$ cat src/common/prog_port_pkg.sv
// Shared constants and types of the programming-port access layer.
// Assumes a byte-wide physical layer that reports frames on its own clock.
package prog_port_pkg;

  // ----------------------------------------------------------------
  // Opcodes and key
  // ----------------------------------------------------------------
  localparam logic [7:0]  OP_DLOAD     = 8'h20;
  localparam logic [7:0]  OP_DSTORE    = 8'h60;
  localparam logic [7:0]  OP_PTR       = 8'h68;
  localparam logic [7:0]  OP_KEY       = 8'he0;
  localparam int          OP_INC_BIT   = 2;
  localparam logic [63:0] ACT_KEY      = 64'h1289ab45cdd888ff;
  localparam int          KEY_BYTES    = 8;

  // ----------------------------------------------------------------
  // Control/status space
  // ----------------------------------------------------------------
  localparam logic [3:0]  CTL_STATUS   = 4'h0;
  localparam logic [3:0]  CTL_GUARD    = 4'h2;
  localparam logic [3:0]  CTL_IDENT    = 4'hf;
  localparam int          STAT_EN_BIT  = 1;
  localparam logic [2:0]  GUARD_RST    = 3'h0;

  // ----------------------------------------------------------------
  // Positions in the sampled link word
  // ----------------------------------------------------------------
  localparam int          B_DONE       = 0;
  localparam int          B_PAR        = 1;
  localparam int          B_STOP       = 2;
  localparam int          B_TXDONE     = 3;
  localparam int          B_COLL       = 4;
  localparam int          B_DATA       = 5;
  localparam int          LINK_W       = 13;

  typedef enum logic [3:0] {
    K_NONE, K_DLOAD, K_DSTORE, K_PTR, K_IOR, K_IOW, K_CSR, K_CSW, K_KEY
  } instr_t;

  typedef enum logic [2:0] {
    S_IDLE, S_OPND, S_KEY, S_MEM, S_TX, S_ERR
  } state_t;

endpackage

$ cat src/link_sampler.sv
// Samples the programmer's clock and the physical layer's signals.
// Assumes those signals change only on falling edges of the link clock.
`timescale 1ns/10ps
module link_sampler
#(
  parameter int W = 13
)
(
  input  wire logic         clk,
  input  wire logic         rst_n,
  input  wire logic         link_clk,
  input  wire logic [W-1:0] link_in,
  output logic              rise,
  output logic [W-1:0]      link_q
);

  logic [W-1:0] meta_q;
  logic [2:0]   clk_q;

  // Clock and data take the same two stages, so they stay aligned
  always_ff @(posedge clk)
  begin
    if (!rst_n)
    begin
      meta_q <= '0;
      link_q <= '0;
      clk_q  <= 3'h0;
    end
    else
    begin
      meta_q <= link_in;
      link_q <= meta_q;
      clk_q  <= {clk_q[1:0], link_clk};
    end
  end

  assign rise = clk_q[1] & ~clk_q[2];

endmodule

$ cat src/byte_fifo.sv
// Small flop-based FIFO with valid/ready on both sides and a flush.
// Assumes one clock; flush empties it in one cycle.
`timescale 1ns/10ps
module byte_fifo
#(
  parameter int WIDTH = 8,
  parameter int DEPTH = 8
)
(
  input  wire logic             clk,
  input  wire logic             rst_n,
  input  wire logic             flush,
  input  wire logic             in_valid,
  output logic                  in_ready,
  input  wire logic [WIDTH-1:0] in_data,
  output logic                  out_valid,
  input  wire logic             out_ready,
  output logic [WIDTH-1:0]      out_data
);

  localparam int AW = $clog2(DEPTH);

  // Pointer wrap and the full test rely on a power-of-two depth
  if (DEPTH < 2 || (1 << AW) != DEPTH || WIDTH < 1)
  begin : g_bad_size
    $error("byte_fifo: DEPTH must be a power of two >= 2");
  end

  logic [WIDTH-1:0] mem_q [DEPTH];
  logic [AW:0]      wr_q;
  logic [AW:0]      rd_q;

  assign out_valid = wr_q != rd_q;
  assign in_ready  = (wr_q[AW] == rd_q[AW]) || (wr_q[AW-1:0] != rd_q[AW-1:0]);
  assign out_data  = mem_q[rd_q[AW-1:0]];

  always_ff @(posedge clk)
  begin
    if (in_valid && in_ready)
      mem_q[wr_q[AW-1:0]] <= in_data;
  end

  always_ff @(posedge clk)
  begin
    if (!rst_n || flush)
    begin
      wr_q <= '0;
      rd_q <= '0;
    end
    else
    begin
      if (in_valid && in_ready)
        wr_q <= wr_q + 1'b1;
      if (out_valid && out_ready)
        rd_q <= rd_q + 1'b1;
    end
  end

endmodule

$ cat src/prog_port_access_layer.sv
// Instruction interpreter of the two-wire programming port.
// Assumes a physical layer that shifts bits on serial_clock_line and
// a memory bus that answers each request with a one-cycle mem_ack.
// What this block does
// - Parity error, frame error or break while receiving is an exception
// - A collision while transmitting is an exception
// - Any exception aborts the current transfer and enters error state
// - Error state ignores everything until a break, then goes idle
// - Instructions are one byte; stores take one operand, reads take none
// - Key opcode 1110 0000 is followed by eight key bytes
// - Data load 0010 0x00 reads data space at pointer, bit 2 increments
// - Data store 0110 0x00 writes data space at pointer, bit 2 increments
// - Pointer store 0110 100a writes pointer byte a
// - I/O read 0aa1 aaaa returns I/O byte at 6-bit address
// - I/O write 1aa1 aaaa stores operand at 6-bit I/O address
// - Control load 1000 aaaa returns control byte at 4-bit address
// - Control store 1100 aaaa writes control byte at 4-bit address
// - Programming starts disabled; only the exact 64-bit key enables it
// - Writing zero to the enable flag disables programming
// - Read instructions are answered by the device sending one byte
// - An all-zero frame, stop bits included, is a break
`timescale 1ns/10ps
module prog_port_access_layer
#(
  parameter int         FIFO_DEPTH = 8,
  // Arbitrary identification value
  parameter logic [7:0] IDENT      = 8'h5a
)
(
  input  wire logic        clk,
  input  wire logic        rst_n,
  input  wire logic        serial_clock_line,
  input  wire logic        rx_done,
  input  wire logic [7:0]  rx_data,
  input  wire logic        rx_parity_bit,
  input  wire logic        rx_stop_ok,
  input  wire logic        tx_done,
  input  wire logic        tx_collision,
  output logic             rx_ready,
  output logic             tx_mode,
  output logic [7:0]       tx_data,
  output logic [2:0]       guard_time,
  output logic             mem_req,
  output logic             mem_io,
  output logic             mem_we,
  output logic [15:0]      mem_addr,
  output logic [7:0]       mem_wdata,
  input  wire logic        mem_ack,
  input  wire logic [7:0]  mem_rdata,
  output logic             prog_enable,
  output logic             in_error
);

  // ----------------------------------------------------------------
  // Decoding
  // ----------------------------------------------------------------
  // one-byte opcode classes
  function automatic prog_port_pkg::instr_t decode(input logic [7:0] b);
    decode = prog_port_pkg::K_NONE;
    if (b == prog_port_pkg::OP_KEY)
      decode = prog_port_pkg::K_KEY;
    else if ((b & 8'hfb) == prog_port_pkg::OP_DLOAD)
      decode = prog_port_pkg::K_DLOAD;
    else if ((b & 8'hfb) == prog_port_pkg::OP_DSTORE)
      decode = prog_port_pkg::K_DSTORE;
    else if ((b & 8'hfe) == prog_port_pkg::OP_PTR)
      decode = prog_port_pkg::K_PTR;
    else if (b[4])
      decode = b[7] ? prog_port_pkg::K_IOW : prog_port_pkg::K_IOR;
    else if (b[7:4] == 4'h8)
      decode = prog_port_pkg::K_CSR;
    else if (b[7:4] == 4'hc)
      decode = prog_port_pkg::K_CSW;
  endfunction

  function automatic logic [5:0] io_addr(input logic [7:0] b);
    io_addr = {b[6:5], b[3:0]};
  endfunction

  // ----------------------------------------------------------------
  // Link sampling and exceptions
  // ----------------------------------------------------------------
  logic                                s_rise;
  logic [prog_port_pkg::LINK_W-1:0]    s_bus;
  logic [7:0]                          s_data;
  logic                                fr;
  logic                                par_err;
  logic                                stop_err;
  logic                                brk;
  logic                                coll;
  logic                                txd;
  logic                                exc;
  prog_port_pkg::state_t               state_q;
  logic                                tx_mode_q;

  link_sampler #(.W(prog_port_pkg::LINK_W)) u_sampler
  (
    .clk      (clk),
    .rst_n    (rst_n),
    .link_clk (serial_clock_line),
    .link_in  ({rx_data, tx_collision, tx_done, rx_stop_ok,
                rx_parity_bit, rx_done}),
    .rise     (s_rise),
    .link_q   (s_bus)
  );

  assign s_data   = s_bus[prog_port_pkg::B_DATA +: 8];
  assign fr       = s_rise & s_bus[prog_port_pkg::B_DONE] & ~tx_mode_q;
  // Even parity over the data bits
  // receive-side error checks, transmit-side collision and done
  assign par_err  = fr & (^s_data ^ s_bus[prog_port_pkg::B_PAR]);
  assign stop_err = fr & ~s_bus[prog_port_pkg::B_STOP];
  assign brk      = stop_err & (s_data == 8'h00)
                  & ~s_bus[prog_port_pkg::B_PAR];
  assign coll     = s_rise & s_bus[prog_port_pkg::B_COLL] & tx_mode_q;
  assign txd      = s_rise & s_bus[prog_port_pkg::B_TXDONE] & tx_mode_q;
  assign exc      = par_err | stop_err | coll;

  // ----------------------------------------------------------------
  // Receive FIFO
  // ----------------------------------------------------------------
  logic       push;
  logic       pop;
  logic       f_valid;
  logic [7:0] f_data;

  // Exceptions bypass the FIFO so they are seen even when it is full
  assign push = fr & ~exc & (state_q != prog_port_pkg::S_ERR);
  assign pop  = f_valid & (state_q == prog_port_pkg::S_IDLE ||
                           state_q == prog_port_pkg::S_OPND ||
                           state_q == prog_port_pkg::S_KEY);

  byte_fifo #(.WIDTH(8), .DEPTH(FIFO_DEPTH)) u_fifo
  (
    .clk       (clk),
    .rst_n     (rst_n),
    .flush     (exc),
    .in_valid  (push),
    .in_ready  (rx_ready),
    .in_data   (s_data),
    .out_valid (f_valid),
    .out_ready (pop),
    .out_data  (f_data)
  );

  // ----------------------------------------------------------------
  // Sequencer
  // ----------------------------------------------------------------
  prog_port_pkg::instr_t kind_q;
  prog_port_pkg::instr_t f_kind;
  logic [7:0]            op_q;
  logic [2:0]            key_idx_q;
  logic                  key_ok_q;
  logic                  key_hit;
  logic                  mem_done;
  logic                  prog_en_q;
  logic [2:0]            guard_q;
  logic [7:0]            ctl_rd;

  assign f_kind   = decode(f_data);
  assign mem_done = mem_req & mem_ack;
  // key bytes arrive least significant first
  assign key_hit  = f_data == prog_port_pkg::ACT_KEY[key_idx_q*8 +: 8];

  always_comb
  begin
    case (op_q[3:0])
      prog_port_pkg::CTL_STATUS:
        ctl_rd = 8'(prog_en_q) << prog_port_pkg::STAT_EN_BIT;
      prog_port_pkg::CTL_GUARD:  ctl_rd = {5'h00, guard_q};
      prog_port_pkg::CTL_IDENT:  ctl_rd = IDENT;
      default:                   ctl_rd = 8'h00;
    endcase
  end

  always_ff @(posedge clk)
  begin
    if (!rst_n)
      state_q <= prog_port_pkg::S_IDLE;
    else if (state_q == prog_port_pkg::S_ERR)
    begin
      // only a break leaves the error state
      if (brk)
        state_q <= prog_port_pkg::S_IDLE;
    end
    else if (exc)
      state_q <= prog_port_pkg::S_ERR;
    else
    begin
      case (state_q)
        prog_port_pkg::S_IDLE:
          if (pop)
          begin
            case (f_kind)
              prog_port_pkg::K_KEY:   state_q <= prog_port_pkg::S_KEY;
              prog_port_pkg::K_DLOAD,
              prog_port_pkg::K_IOR:   state_q <= prog_port_pkg::S_MEM;
              prog_port_pkg::K_CSR:   state_q <= prog_port_pkg::S_TX;
              prog_port_pkg::K_NONE:  state_q <= prog_port_pkg::S_IDLE;
              default:                state_q <= prog_port_pkg::S_OPND;
            endcase
          end
        prog_port_pkg::S_OPND:
          if (pop)
            state_q <= (kind_q == prog_port_pkg::K_DSTORE ||
                        kind_q == prog_port_pkg::K_IOW)
                     ? prog_port_pkg::S_MEM : prog_port_pkg::S_IDLE;
        prog_port_pkg::S_KEY:
          if (pop && key_idx_q == 3'(prog_port_pkg::KEY_BYTES - 1))
            state_q <= prog_port_pkg::S_IDLE;
        prog_port_pkg::S_MEM:
          if (mem_done)
            state_q <= mem_we ? prog_port_pkg::S_IDLE : prog_port_pkg::S_TX;
        prog_port_pkg::S_TX:
          if (txd)
            state_q <= prog_port_pkg::S_IDLE;
        default:
          state_q <= prog_port_pkg::S_IDLE;
      endcase
    end
  end

  always_ff @(posedge clk)
  begin
    if (!rst_n)
    begin
      kind_q <= prog_port_pkg::K_NONE;
      op_q   <= 8'h00;
    end
    else if (pop && state_q == prog_port_pkg::S_IDLE)
    begin
      kind_q <= f_kind;
      op_q   <= f_data;
    end
  end

  // ----------------------------------------------------------------
  // Pointer
  // ----------------------------------------------------------------
  logic [15:0] ptr_q;

  always_ff @(posedge clk)
  begin
    if (!rst_n)
      ptr_q <= 16'h0000;
    else if (pop && state_q == prog_port_pkg::S_OPND &&
             kind_q == prog_port_pkg::K_PTR && !exc)
    begin
      // byte select by opcode bit 0
      if (op_q[0])
        ptr_q[15:8] <= f_data;
      else
        ptr_q[7:0] <= f_data;
    end
    else if (mem_done && !mem_io && op_q[prog_port_pkg::OP_INC_BIT])
      ptr_q <= ptr_q + 16'h0001;
  end

  // ----------------------------------------------------------------
  // Memory and I/O bus
  // ----------------------------------------------------------------
  always_ff @(posedge clk)
  begin
    if (!rst_n || exc)
      mem_req <= 1'b0;
    else if (mem_done)
      mem_req <= 1'b0;
    else if (pop && !mem_req &&
             ((state_q == prog_port_pkg::S_IDLE &&
               (f_kind == prog_port_pkg::K_DLOAD ||
                f_kind == prog_port_pkg::K_IOR)) ||
              (state_q == prog_port_pkg::S_OPND &&
               (kind_q == prog_port_pkg::K_DSTORE ||
                kind_q == prog_port_pkg::K_IOW))))
      mem_req <= 1'b1;
  end

  always_ff @(posedge clk)
  begin
    if (!rst_n)
    begin
      mem_io    <= 1'b0;
      mem_we    <= 1'b0;
      mem_addr  <= 16'h0000;
      mem_wdata <= 8'h00;
    end
    else if (pop && !mem_req)
    begin
      if (state_q == prog_port_pkg::S_IDLE)
      begin
        mem_io   <= f_kind == prog_port_pkg::K_IOR;
        mem_we   <= 1'b0;
        mem_addr <= (f_kind == prog_port_pkg::K_IOR)
                  ? {10'h000, io_addr(f_data)} : ptr_q;
      end
      else if (state_q == prog_port_pkg::S_OPND)
      begin
        mem_io    <= kind_q == prog_port_pkg::K_IOW;
        mem_we    <= 1'b1;
        mem_addr  <= (kind_q == prog_port_pkg::K_IOW)
                   ? {10'h000, io_addr(op_q)} : ptr_q;
        mem_wdata <= f_data;
      end
    end
  end

  // ----------------------------------------------------------------
  // Transmit side
  // ----------------------------------------------------------------
  always_ff @(posedge clk)
  begin
    if (!rst_n || exc || txd)
      tx_mode_q <= 1'b0;
    else if ((mem_done && !mem_we) ||
             (pop && state_q == prog_port_pkg::S_IDLE &&
              f_kind == prog_port_pkg::K_CSR))
      tx_mode_q <= 1'b1;
  end

  always_ff @(posedge clk)
  begin
    if (!rst_n)
      tx_data <= 8'h00;
    else if (mem_done && !mem_we)
      tx_data <= mem_rdata;
    // control space answer, one cycle after the opcode
    else if (state_q == prog_port_pkg::S_TX &&
             kind_q == prog_port_pkg::K_CSR)
      tx_data <= ctl_rd;
  end

  // ----------------------------------------------------------------
  // Key and control/status registers
  // ----------------------------------------------------------------
  always_ff @(posedge clk)
  begin
    if (!rst_n || state_q != prog_port_pkg::S_KEY)
    begin
      key_idx_q <= 3'h0;
      key_ok_q  <= 1'b1;
    end
    else if (pop)
    begin
      key_idx_q <= key_idx_q + 3'h1;
      key_ok_q  <= key_ok_q & key_hit;
    end
  end

  always_ff @(posedge clk)
  begin
    if (!rst_n)
      prog_en_q <= 1'b0;
    // enable only on a full exact key
    else if (pop && !exc && state_q == prog_port_pkg::S_KEY &&
             key_idx_q == 3'(prog_port_pkg::KEY_BYTES - 1))
      prog_en_q <= prog_en_q | (key_ok_q & key_hit);
    else if (pop && !exc && state_q == prog_port_pkg::S_OPND &&
             kind_q == prog_port_pkg::K_CSW &&
             op_q[3:0] == prog_port_pkg::CTL_STATUS &&
             !f_data[prog_port_pkg::STAT_EN_BIT])
      prog_en_q <= 1'b0;
  end

  always_ff @(posedge clk)
  begin
    if (!rst_n)
      guard_q <= prog_port_pkg::GUARD_RST;
    else if (pop && !exc && state_q == prog_port_pkg::S_OPND &&
             kind_q == prog_port_pkg::K_CSW &&
             op_q[3:0] == prog_port_pkg::CTL_GUARD)
      guard_q <= f_data[2:0];
  end

  assign tx_mode     = tx_mode_q;
  assign guard_time  = guard_q;
  assign prog_enable = prog_en_q;
  assign in_error    = state_q == prog_port_pkg::S_ERR;
endmodule

$ cat config.mk
export PLATFORM = sky130hd
export DESIGN_NAME = prog_port_access_layer
export DESIGN_NICKNAME = d
export VERILOG_FILES = /design/src/common/prog_port_pkg.sv /design/src/link_sampler.sv /design/src/byte_fifo.sv /design/src/prog_port_access_layer.sv
export SDC_FILE = /design/constraint.sdc
export NUM_CORES = 1
export LEC_CHECK = 0
export ABC_AREA = 1
export BUFFER_PORTS_ARGS = -buffer_cell sky130_fd_sc_hd__buf_4
export CAP_MARGIN = 20
export CORE_ASPECT_RATIO = 1.25
export CORE_MARGIN = 1
export CORE_UTILIZATION = 54
export DETAILED_ROUTE_END_ITERATION = 10
export HOLD_SLACK_MARGIN = 0.1
export PLACE_DENSITY = 0.76
export SLEW_MARGIN = 10
export SYNTH_ARGS = -nofsm -noshare
export SYNTH_HDL_FRONTEND = slang
export SYNTH_SLANG_ARGS = --single-unit
export TNS_END_PERCENT = 20
$ cat constraint.sdc
create_clock -name clk -period 3 [get_ports clk]
set_input_delay 0.45 -clock clk [delete_from_list [all_inputs] [get_ports clk]]
set_output_delay 0.45 -clock clk [all_outputs]
set_load 0.03 [all_outputs]
* Yosys cells after proc, flatten, opt, wreduce, memory -nomap -nowiden *
Memory sizes are Yosys's and may differ from the RTL's. A register that Yosys moved wholly into a read port is not among the register bits.
Cells that the tools add are included.

cells by class
  add/subtract/negate cells = 4
  equal/unequal tests = 37
  shift operators = 1
  multiplexer cells = 41
  bitwise operators = 26
  reductions and logical operators = 56

operator list
  operator                                                                     number
  16-bit 2-to-1 mux                                                            6
  64-bit by 7-bit indexed part select with 8-bit output, first input constant  1
  3-bit 2-to-1 mux                                                             16
  8-bit 2-to-1 mux                                                             4
  1-bit logical AND                                                            24
  7-bit case mux with 3 select lines                                           1
  4-bit by 3-bit equality test with 1-bit output, second input constant        5
  4-bit inequality test, second input constant                                 5
  16-bit by 1-bit adder with 16-bit output, second input constant              1
  1-bit bitwise AND                                                            16
  4-bit equality test, second input constant                                   4
  3-bit case mux with 5 select lines                                           1
  7-bit by 6-bit equality test with 1-bit output, second input constant        2
  4-bit by 2-bit equality test with 1-bit output, second input constant        3
  3-bit case mux with 4 select lines                                           1
  1-bit logical OR                                                             10
  3-bit equality test, second input constant                                   3
  1-bit 2-to-1 mux                                                             9
  4-bit by 1-bit adder with 4-bit output, second input constant                2
  8-bit equality test                                                          1
  8-bit equality test, second input constant                                   1
  4-bit logical NOT                                                            2
  8-bit logical NOT                                                            1
  4-bit 2-to-1 mux                                                             2
  24 further kinds                                                             44

storage, ports and cells
  bits in registers = 111
  RAM bits = 64
  input port bits = 25
  output and inout port bits = 42
  logic and storage cells = 187
  memories = 1

memories
  memory        depth  bits a word  rd ports  clocked after Yosys merged registers in  write ports  RTL line         text
  u_fifo.mem_q  8      8            1         1                                        1            byte_fifo.sv:29  logic [WIDTH-1:0] mem_q [DEPTH];

* Depth between registers and ports, before layout *
Gate-level depths: netlist of the first run.

  depth after elaboration = 15
  mapped depth = 19
  gate-level depth less buffers = 16

* Modules after synthesis *
A second synthesis of the first run with hierarchy kept.

unflattened totals
  cell total of the unflattened synthesis = 1031
  area total of the unflattened synthesis = 8366.8 um^2

modules (own cells, without submodules)
  module                  instances  cells an instance  area an instance (um^2)  sequential area each (um^2)
  prog_port_access_layer  1          681                4421.7                   1461.4
  byte_fifo               1          258                3115.5                   2142.1
  link_sampler            1          92                 829.5                    580.6

* Worst setup path before layout of the first run *
OpenSTA, ideal clock, no wires.

  kind = reg2reg
  start = reg u_sampler.link_q[9]
  end = mem u_fifo.mem_q[0][0] (enable)
  setup time = 0.383 ns
  arrival time = 2.579 ns
  data required time = 2.617 ns
  slack = 0.037 ns
  stages on the path, launching flop included = 12
  path buffers = 0
  clock period less this slack = 2.963 ns
  path through = dfxtp_1 -> inv_1 -> ha_1 -> xnor2_1 -> xnor2_1 -> xnor2_1 -> nand2_1 -> nand2_2 -> nor2_1 -> nand3_1 -> or2_2 -> nor3_1

between the ends
  word-level cells in the longest chain between the ends = 11

RTL lines
  what                                    RTL line                       text
  start: declaration                      link_sampler.sv:14             output logic [W-1:0] link_q
  start signal: assignment                link_sampler.sv:32             link_q <= meta_q;
  8-bit parity                            prog_port_access_layer.sv:111  assign par_err = fr & (^s_data ^ s_bus[prog_port_pkg::B_PAR]);
  1-bit XOR                               prog_port_access_layer.sv:111
  1-bit bitwise AND                       prog_port_access_layer.sv:111
  1-bit OR (2 in series)                  prog_port_access_layer.sv:117  assign exc = par_err | stop_err | coll;
  1-bit inverter                          prog_port_access_layer.sv:128  assign push = fr & ~exc & (state_q != prog_port_pkg::S_ERR);
  1-bit bitwise AND (2 in series)         prog_port_access_layer.sv:128
  1-bit logical AND                       byte_fifo.sv:39                if (in_valid && in_ready)
  1-bit 2-to-1 mux                        byte_fifo.sv:39
  1-bit 2-to-1 mux (not written as such)  byte_fifo.sv:40                mem_q[wr_q[AW-1:0]] <= in_data;
  end: declaration                        byte_fifo.sv:29

Every way passes these cells.

* Worst setup path after layout of the first run *
  start = reg u_sampler.link_q[11]
  end = mem u_fifo.mem_q[4][5] (enable)

The elaborated chain is that of the path after synthesis.

==> results of run 1 <==
[state kept, by name, summed over array words and instances (netlist names), 4 cells and up, named ones only]
signal,cells
ptr_q,16
u_fifo.wr_q,4
kind_q,4
u_sampler.link_q,13
mem_addr,16
mem_wdata,8
tx_data,8
op_q,6
u_fifo.mem_q,64
u_sampler.meta_q,13
u_fifo.rd_q,4
[report_power, final]
| part | total, mW | internal [mW] | switching, mW |
|---|---|---|---|
| Clock | 2.03 | 1.10 | 0.926 |
| Combinational | 2.16 | 0.654 | 1.51 |
| Sequential | 2.81 | 2.66 | 0.152 |
[through the flow]
stage          setup TNS, ps  area (um^2)  utilization (%)  hold slack, ps
2_1_floorplan              0         8347                -           390.5
3_3_place_gp               0         9045            60.24           399.0
3_5_place_dp               0         9045            60.24           401.4
4_1_cts                    0         9584            63.83           181.5
5_1_grt               -42.74         9599            63.93           186.7
6_report                   0         9599            63.93           194.2
[metal layers]
layer	global-route usage, %	wire (um)	vias up
li1	-	-	3398
met1	27.77	7682	3153
met2	45.01	9930	190
met3	5.073	801	68
met4	14.54	912	0
met5	0	0	-
[cell usage after synthesis, drive strengths merged (4+ instances only)]
cell    count
o21ai      67
a31oi       9
buf        19
nor2       80
a21oi      74
nand4      11
xor2       18
nand3      60
nand2     259
nor3b       4
ha         12
dfxtp     113
xnor2      10
edfxtp     64
nor3       14
o211ai      7
inv       157
clkbuf     13
[worst paths after layout]
path                         from             endpoint  slack [ps]  cells after the start
max          u_sampler.link_q[11]   u_fifo.mem_q[4][5]         210                     12
min                    rx_data[0]  u_sampler.meta_q[5]         190                      3
max reg2reg  u_sampler.link_q[11]   u_fifo.mem_q[4][5]         210                     12
min reg2reg   u_sampler.meta_q[4]  u_sampler.link_q[4]         420                      2
[worst max-delay path: cells and delay by family (launching register included)]
family                     cells  cell delay (ps)
xor gates and xnor gates       3              520
DFF                            1              420
and+or+nand+nor                6              970
adders and majority gates      1              300
buffers and inverters          2              280
[cell families (layout without fill, tap and decap cells)]
group	Yosys count	in the layout	synth area share (%)
simple gates	434	434	23.88
buf+inv	191	282	9.759
flops	177	177	50.13
compound gates	165	165	11.50
xor+xnor	28	28	2.938
fa+ha+maj	12	12	1.799
[cell type report]
class / instances / area [um^2]
clock buffer: 20 / 456.7
clock inverter: 12 / 82.58
fill: 1298 / 5415
inverter: 159 / 601.8
multi-input combinational: 639 / 3356
sequential: 177 / 4192
tap: 182 / 227.7
timing repair buffer: 91 / 683.2
[timing repair]
item,CTS,global route
hold buffers,0,0
gates resized for setup,0,8
endpoints found under the setup margin,0,49
==> results.json, run 1 <==
{
  "min_period_ps": 2786,
  "drive_gt1_share_pct": 18.94,
  "crit_path_frequent_cell": "xnor2_1",
  "crit_type": "flop to flop",
  "postCtsSetupBuffers": 0,
  "max_cap_viol_count": 0,
  "dpl.cell_count": 1248,
  "syn2layout_area_growth_pct": 15.01,
  "track_usage_pct": 25.24,
  "die_y_um": 141,
  "ys.flop_type": "dfxtp_1",
  "antenna_left": 0,
  "synth_top_area_share_pct": 27.10,
  "layout_common_cells": "nand2_1, inv_1, dfxtp_1, buf_4, nor2_1",
  "critPathCaptureType": "flop",
  "synth-async-reset-ratio_pct": 0,
  "fin_cells": 1280,
  "vias": 6809,
  "path_cells": "inv_1 > ha_1 > xnor2_1 > xnor2_1 > xnor2_1 > nand2_1 > nand2_2 > nor2_2 > nand3_2 > or2_2 > nor3_1 > buf_4",
  "layout_commonest_cell": "nand2_1",
  "synth-edff-count": 64,
  "yosysWarnings": 0,
  "ys_seq_area_share_pct": 50.13,
  "numCtsBuffers": 17,
  "route.detailed.drc": 0,
  "die_w_um": 113.2,
  "grt_max_degree": 41,
  "synth_area_leaders": "dfxtp_1, edfxtp_1, nand2_1",
  "gp_congestion": 0.9383,
  "wl_per_cell_um": 15.10,
  "total_power_mw": 7.000,
  "io_pins": 67,
  "drtPass1Iterations": 5,
  "finalCritPeriodShare_pct": 92.87,
  "synth-seq-cells": 177,
  "place_hpwl_um": 13900,
  "yosys.area.top_type": "dfxtp_1",
  "slew_headroom_pct": 60.85,
  "place_worst_setup_slack_ps": 49.75,
  "avgViaCountPerCell": 5.320,
  "drt-total-wl_um": 19330,
  "syn_inst": 1007,
  "worstPathRequired_ps": 3140,
  "ir_worst_vdd_mv": 0.5423,
  "hold_path.class": "primary input to flop",
  "antennaDiodeCount": 0,
  "tightest_slew_ps": 584.0,
  "ys_types": 46,
  "die_area_mm2": 0.01596,
  "drtIter0Drc": 509,
  "placementRows": 50,
  "slowest_stage": "dfxtp_2",
  "setup_viol": 0,
  "cts_tree": "built",
  "cts-root-buf": "clkbuf_16",
  "worstPathArrival_ps": 2920,
  "coreArea_mm2": 0.01501,
  "syn_area_per_cell_um2": 8.289,
  "drv_slew": 0,
  "slowest_delay_ps": 420,
  "grt_pass1_wl_um": 30990,
  "fmax_ghz": 0.3589,
  "clock_latency_ps": 430,
  "p_leak_nw": 4.312,
  "h-tree-depth": 4,
  "overflow": 0,
  "clock_skew_ps": 9.544,
  "grt_pass1_vias": 6448,
  "syn-num-nets": 1044,
  "status": "finished, final reports clean",
  "worst_slack_ps": 214.0,
  "final_nets": 1122,
  "antenna_found_initial": 0,
  "netlist_area_mm2": 0.008347,
  "cts.sinks": 177,
  "crit_fanout": 9,
  "start_util_pct": 55.59,
  "cp-start-kind": "flop",
  "clockBufferDepth": 2,
  "clkTransAtPathRegs_ps": 70,
  "port-buffer-count": 66,
  "pwr_density_cell_mw_per_mm2": 729.2,
  "hold_viol": 0
}
(Power assumes the default switching activity.)
==> inputs of run 2 (changes only) <==
- CELL_PAD_IN_SITES_DETAIL_PLACEMENT: unset -> 0
- CELL_PAD_IN_SITES_GLOBAL_PLACEMENT: unset -> 1
- CORE_UTILIZATION: 54 -> 41
- PLACE_DENSITY: 0.76 -> unset
- PLACE_DENSITY_LB_ADDON: unset -> 0.1
==> results.json, run 2 (synthesis gave the netlist of run 1 again) <==
{
  "drv_slew": 0,
  "grt_pass1_vias": 6392,
  "slew_headroom_pct": 56.83,
  "layout_common_cells": "nand2_1, inv_1, dfxtp_1, buf_4, nor2_1",
  "clock_latency_ps": 430,
  "coreArea_mm2": 0.02003,
  "slowest_stage": "dfxtp_2",
  "antenna_left": 0,
  "hp-start": "rx_data[1]",
  "clock_skew_ps": 10.97,
  "setup_viol": 0,
  "fmax_ghz": 0.3707,
  "hold_viol": 0,
  "avgViaCountPerCell": 4.861,
  "final_nets": 1124,
  "min_period_ps": 2698,
  "finalCritPeriodShare_pct": 89.93,
  "io_pins": 67,
  "die_w_um": 129.6,
  "h-tree-depth": 4,
  "start_util_pct": 41.67,
  "track_usage_pct": 21.55,
  "nFillCells": 2035,
  "antenna_found_initial": 0,
  "critPathLaunch": "u_sampler.link_q[5]",
  "fin_hold_ws_ps": 200.1,
  "hold_path.class": "primary input to flop",
  "die_area_mm2": 0.02094,
  "gp_congestion": 0.8086,
  "crit_fanout": 9,
  "drive_gt1_share_pct": 18.91,
  "vias": 6659,
  "antennaDiodeCount": 0,
  "r2r_slack_ps": 300,
  "numCtsBuffers": 17,
  "port-buffer-count": 66,
  "tightest_slew_ps": 647.6,
  "holdPathStages": 3,
  "postLayoutCellArea_mm2": 0.009792,
  "hold_end": "u_sampler.meta_q[6]",
  "route.detailed.drc": 0,
  "cp-start-kind": "flop",
  "cts.sinks": 177,
  "layout_commonest_cell": "nand2_1",
  "syn2layout_area_growth_pct": 17.31,
  "place_hpwl_um": 15660,
  "setup_tns_ps": 0,
  "ff2ff_path_depth": 12,
  "placementRows": 58,
  "r2r-end": "u_fifo.mem_q[4][3]",
  "grt_pass1_wl_um": 33680,
  "critPathCaptureType": "flop",
  "cts_tree": "built",
  "grt_max_degree": 66,
  "crit_type": "flop to flop",
  "status": "finished, final reports clean",
  "die_y_um": 161.5,
  "largest_reg_flops": 64,
  "worstPathRequired_ps": 3130,
  "clkTransAtPathRegs_ps": 70,
  "drt-total-wl_um": 21310,
  "clockBufferDepth": 2,
  "rsz0062_at_grt": "no",
  "cp_num_buf_inv": 2,
  "drtPass1Iterations": 5,
  "wl_per_cell_um": 15.55,
  "worstPathArrival_ps": 2830,
  "overflow": 0,
  "cts-root-buf": "clkbuf_16",
  "place_area_mm2": 0.009183,
  "ir_worst_vdd_mv": 0.4139,
  "pwr_density_cell_mw_per_mm2": 747.6,
  "cpLargestDelayFamily": "simple AND/OR/NAND/NOR gates",
  "rr_startpoint": "u_sampler.link_q[5]",
  "max_cap_viol_count": 0,
  "drtIter0Drc": 401,
  "p_leak_nw": 4.352,
  "crit_path_frequent_cell": "xnor2_1",
  "path_cells": "inv_1 > ha_1 > xnor2_1 > xnor2_1 > xnor2_1 > nand2_1 > nand2_2 > nor2_1 > nand3_1 > or2_2 > nor3_1 > buf_4",
  "slowest_delay_ps": 400
}
run 2: worst max-delay path by stage:
stage          depth (start not counted)                 end  slack [ps]
2_1_floorplan                         11  u_fifo.mem_q[0][0]          40
3_3_place_gp                          12  u_fifo.mem_q[4][3]         220
3_5_place_dp                          12  u_fifo.mem_q[4][0]         210
4_1_cts                               12  u_fifo.mem_q[4][3]         180
5_1_grt                               12  u_fifo.mem_q[0][6]          60
6_report                              12  u_fifo.mem_q[4][3]         300
run 2: cell type report:
class                   count  area [um^2]  area share (%)
inverters                 159        601.8           6.146
well taps                 270        337.8           3.450
clock inverters            15        176.4           1.802
flip-flops and latches    177         4192           42.81
multi-input cells         639         3348           34.19
clock buffers              17        425.4           4.344
repair buffers             93        710.7           7.258
run 2: layer usage:
metal | wire length, um | up-vias | global-route usage (%)
met5 | 0 | - | 0
met4 | 429 | 0 | 7.452
met3 | 564 | 26 | 3.345
met2 | 11470 | 103 | 40.01
met1 | 8838 | 3129 | 24.61
li1 | - | 3401 | -
run 2: power by group:
part / switching [mW] / leakage [nW] / internal (mW)
Combinational: 1.57 / 2.56 / 0.687
Sequential: 0.142 / 1.51 / 2.66
Clock: 1.01 / 0.289 / 1.25
run 2: tightest hold or removal path, stage by stage:
cell     delay, ps
buf_4           70
nand2_1         40
inv_1           40
run 2: repair_timing:
item,4_1_cts,5_1_grt
gates resized for setup,0,6
endpoints found under the setup margin,0,16
buffers inserted,0,0
hold buffers,0,0
run 2: stage by stage:
step	setup WS (ps)	power, mW	util, %	std cells
after floorplan	37.43	4.482	-	1007
after global placement	224.3	5.121	45.85	1338
after detailed placement	207.3	5.122	45.85	1338
after CTS	180.1	7.391	48.85	1370
after global routing	59.07	7.729	48.89	1370
final	302.1	7.321	48.89	1370
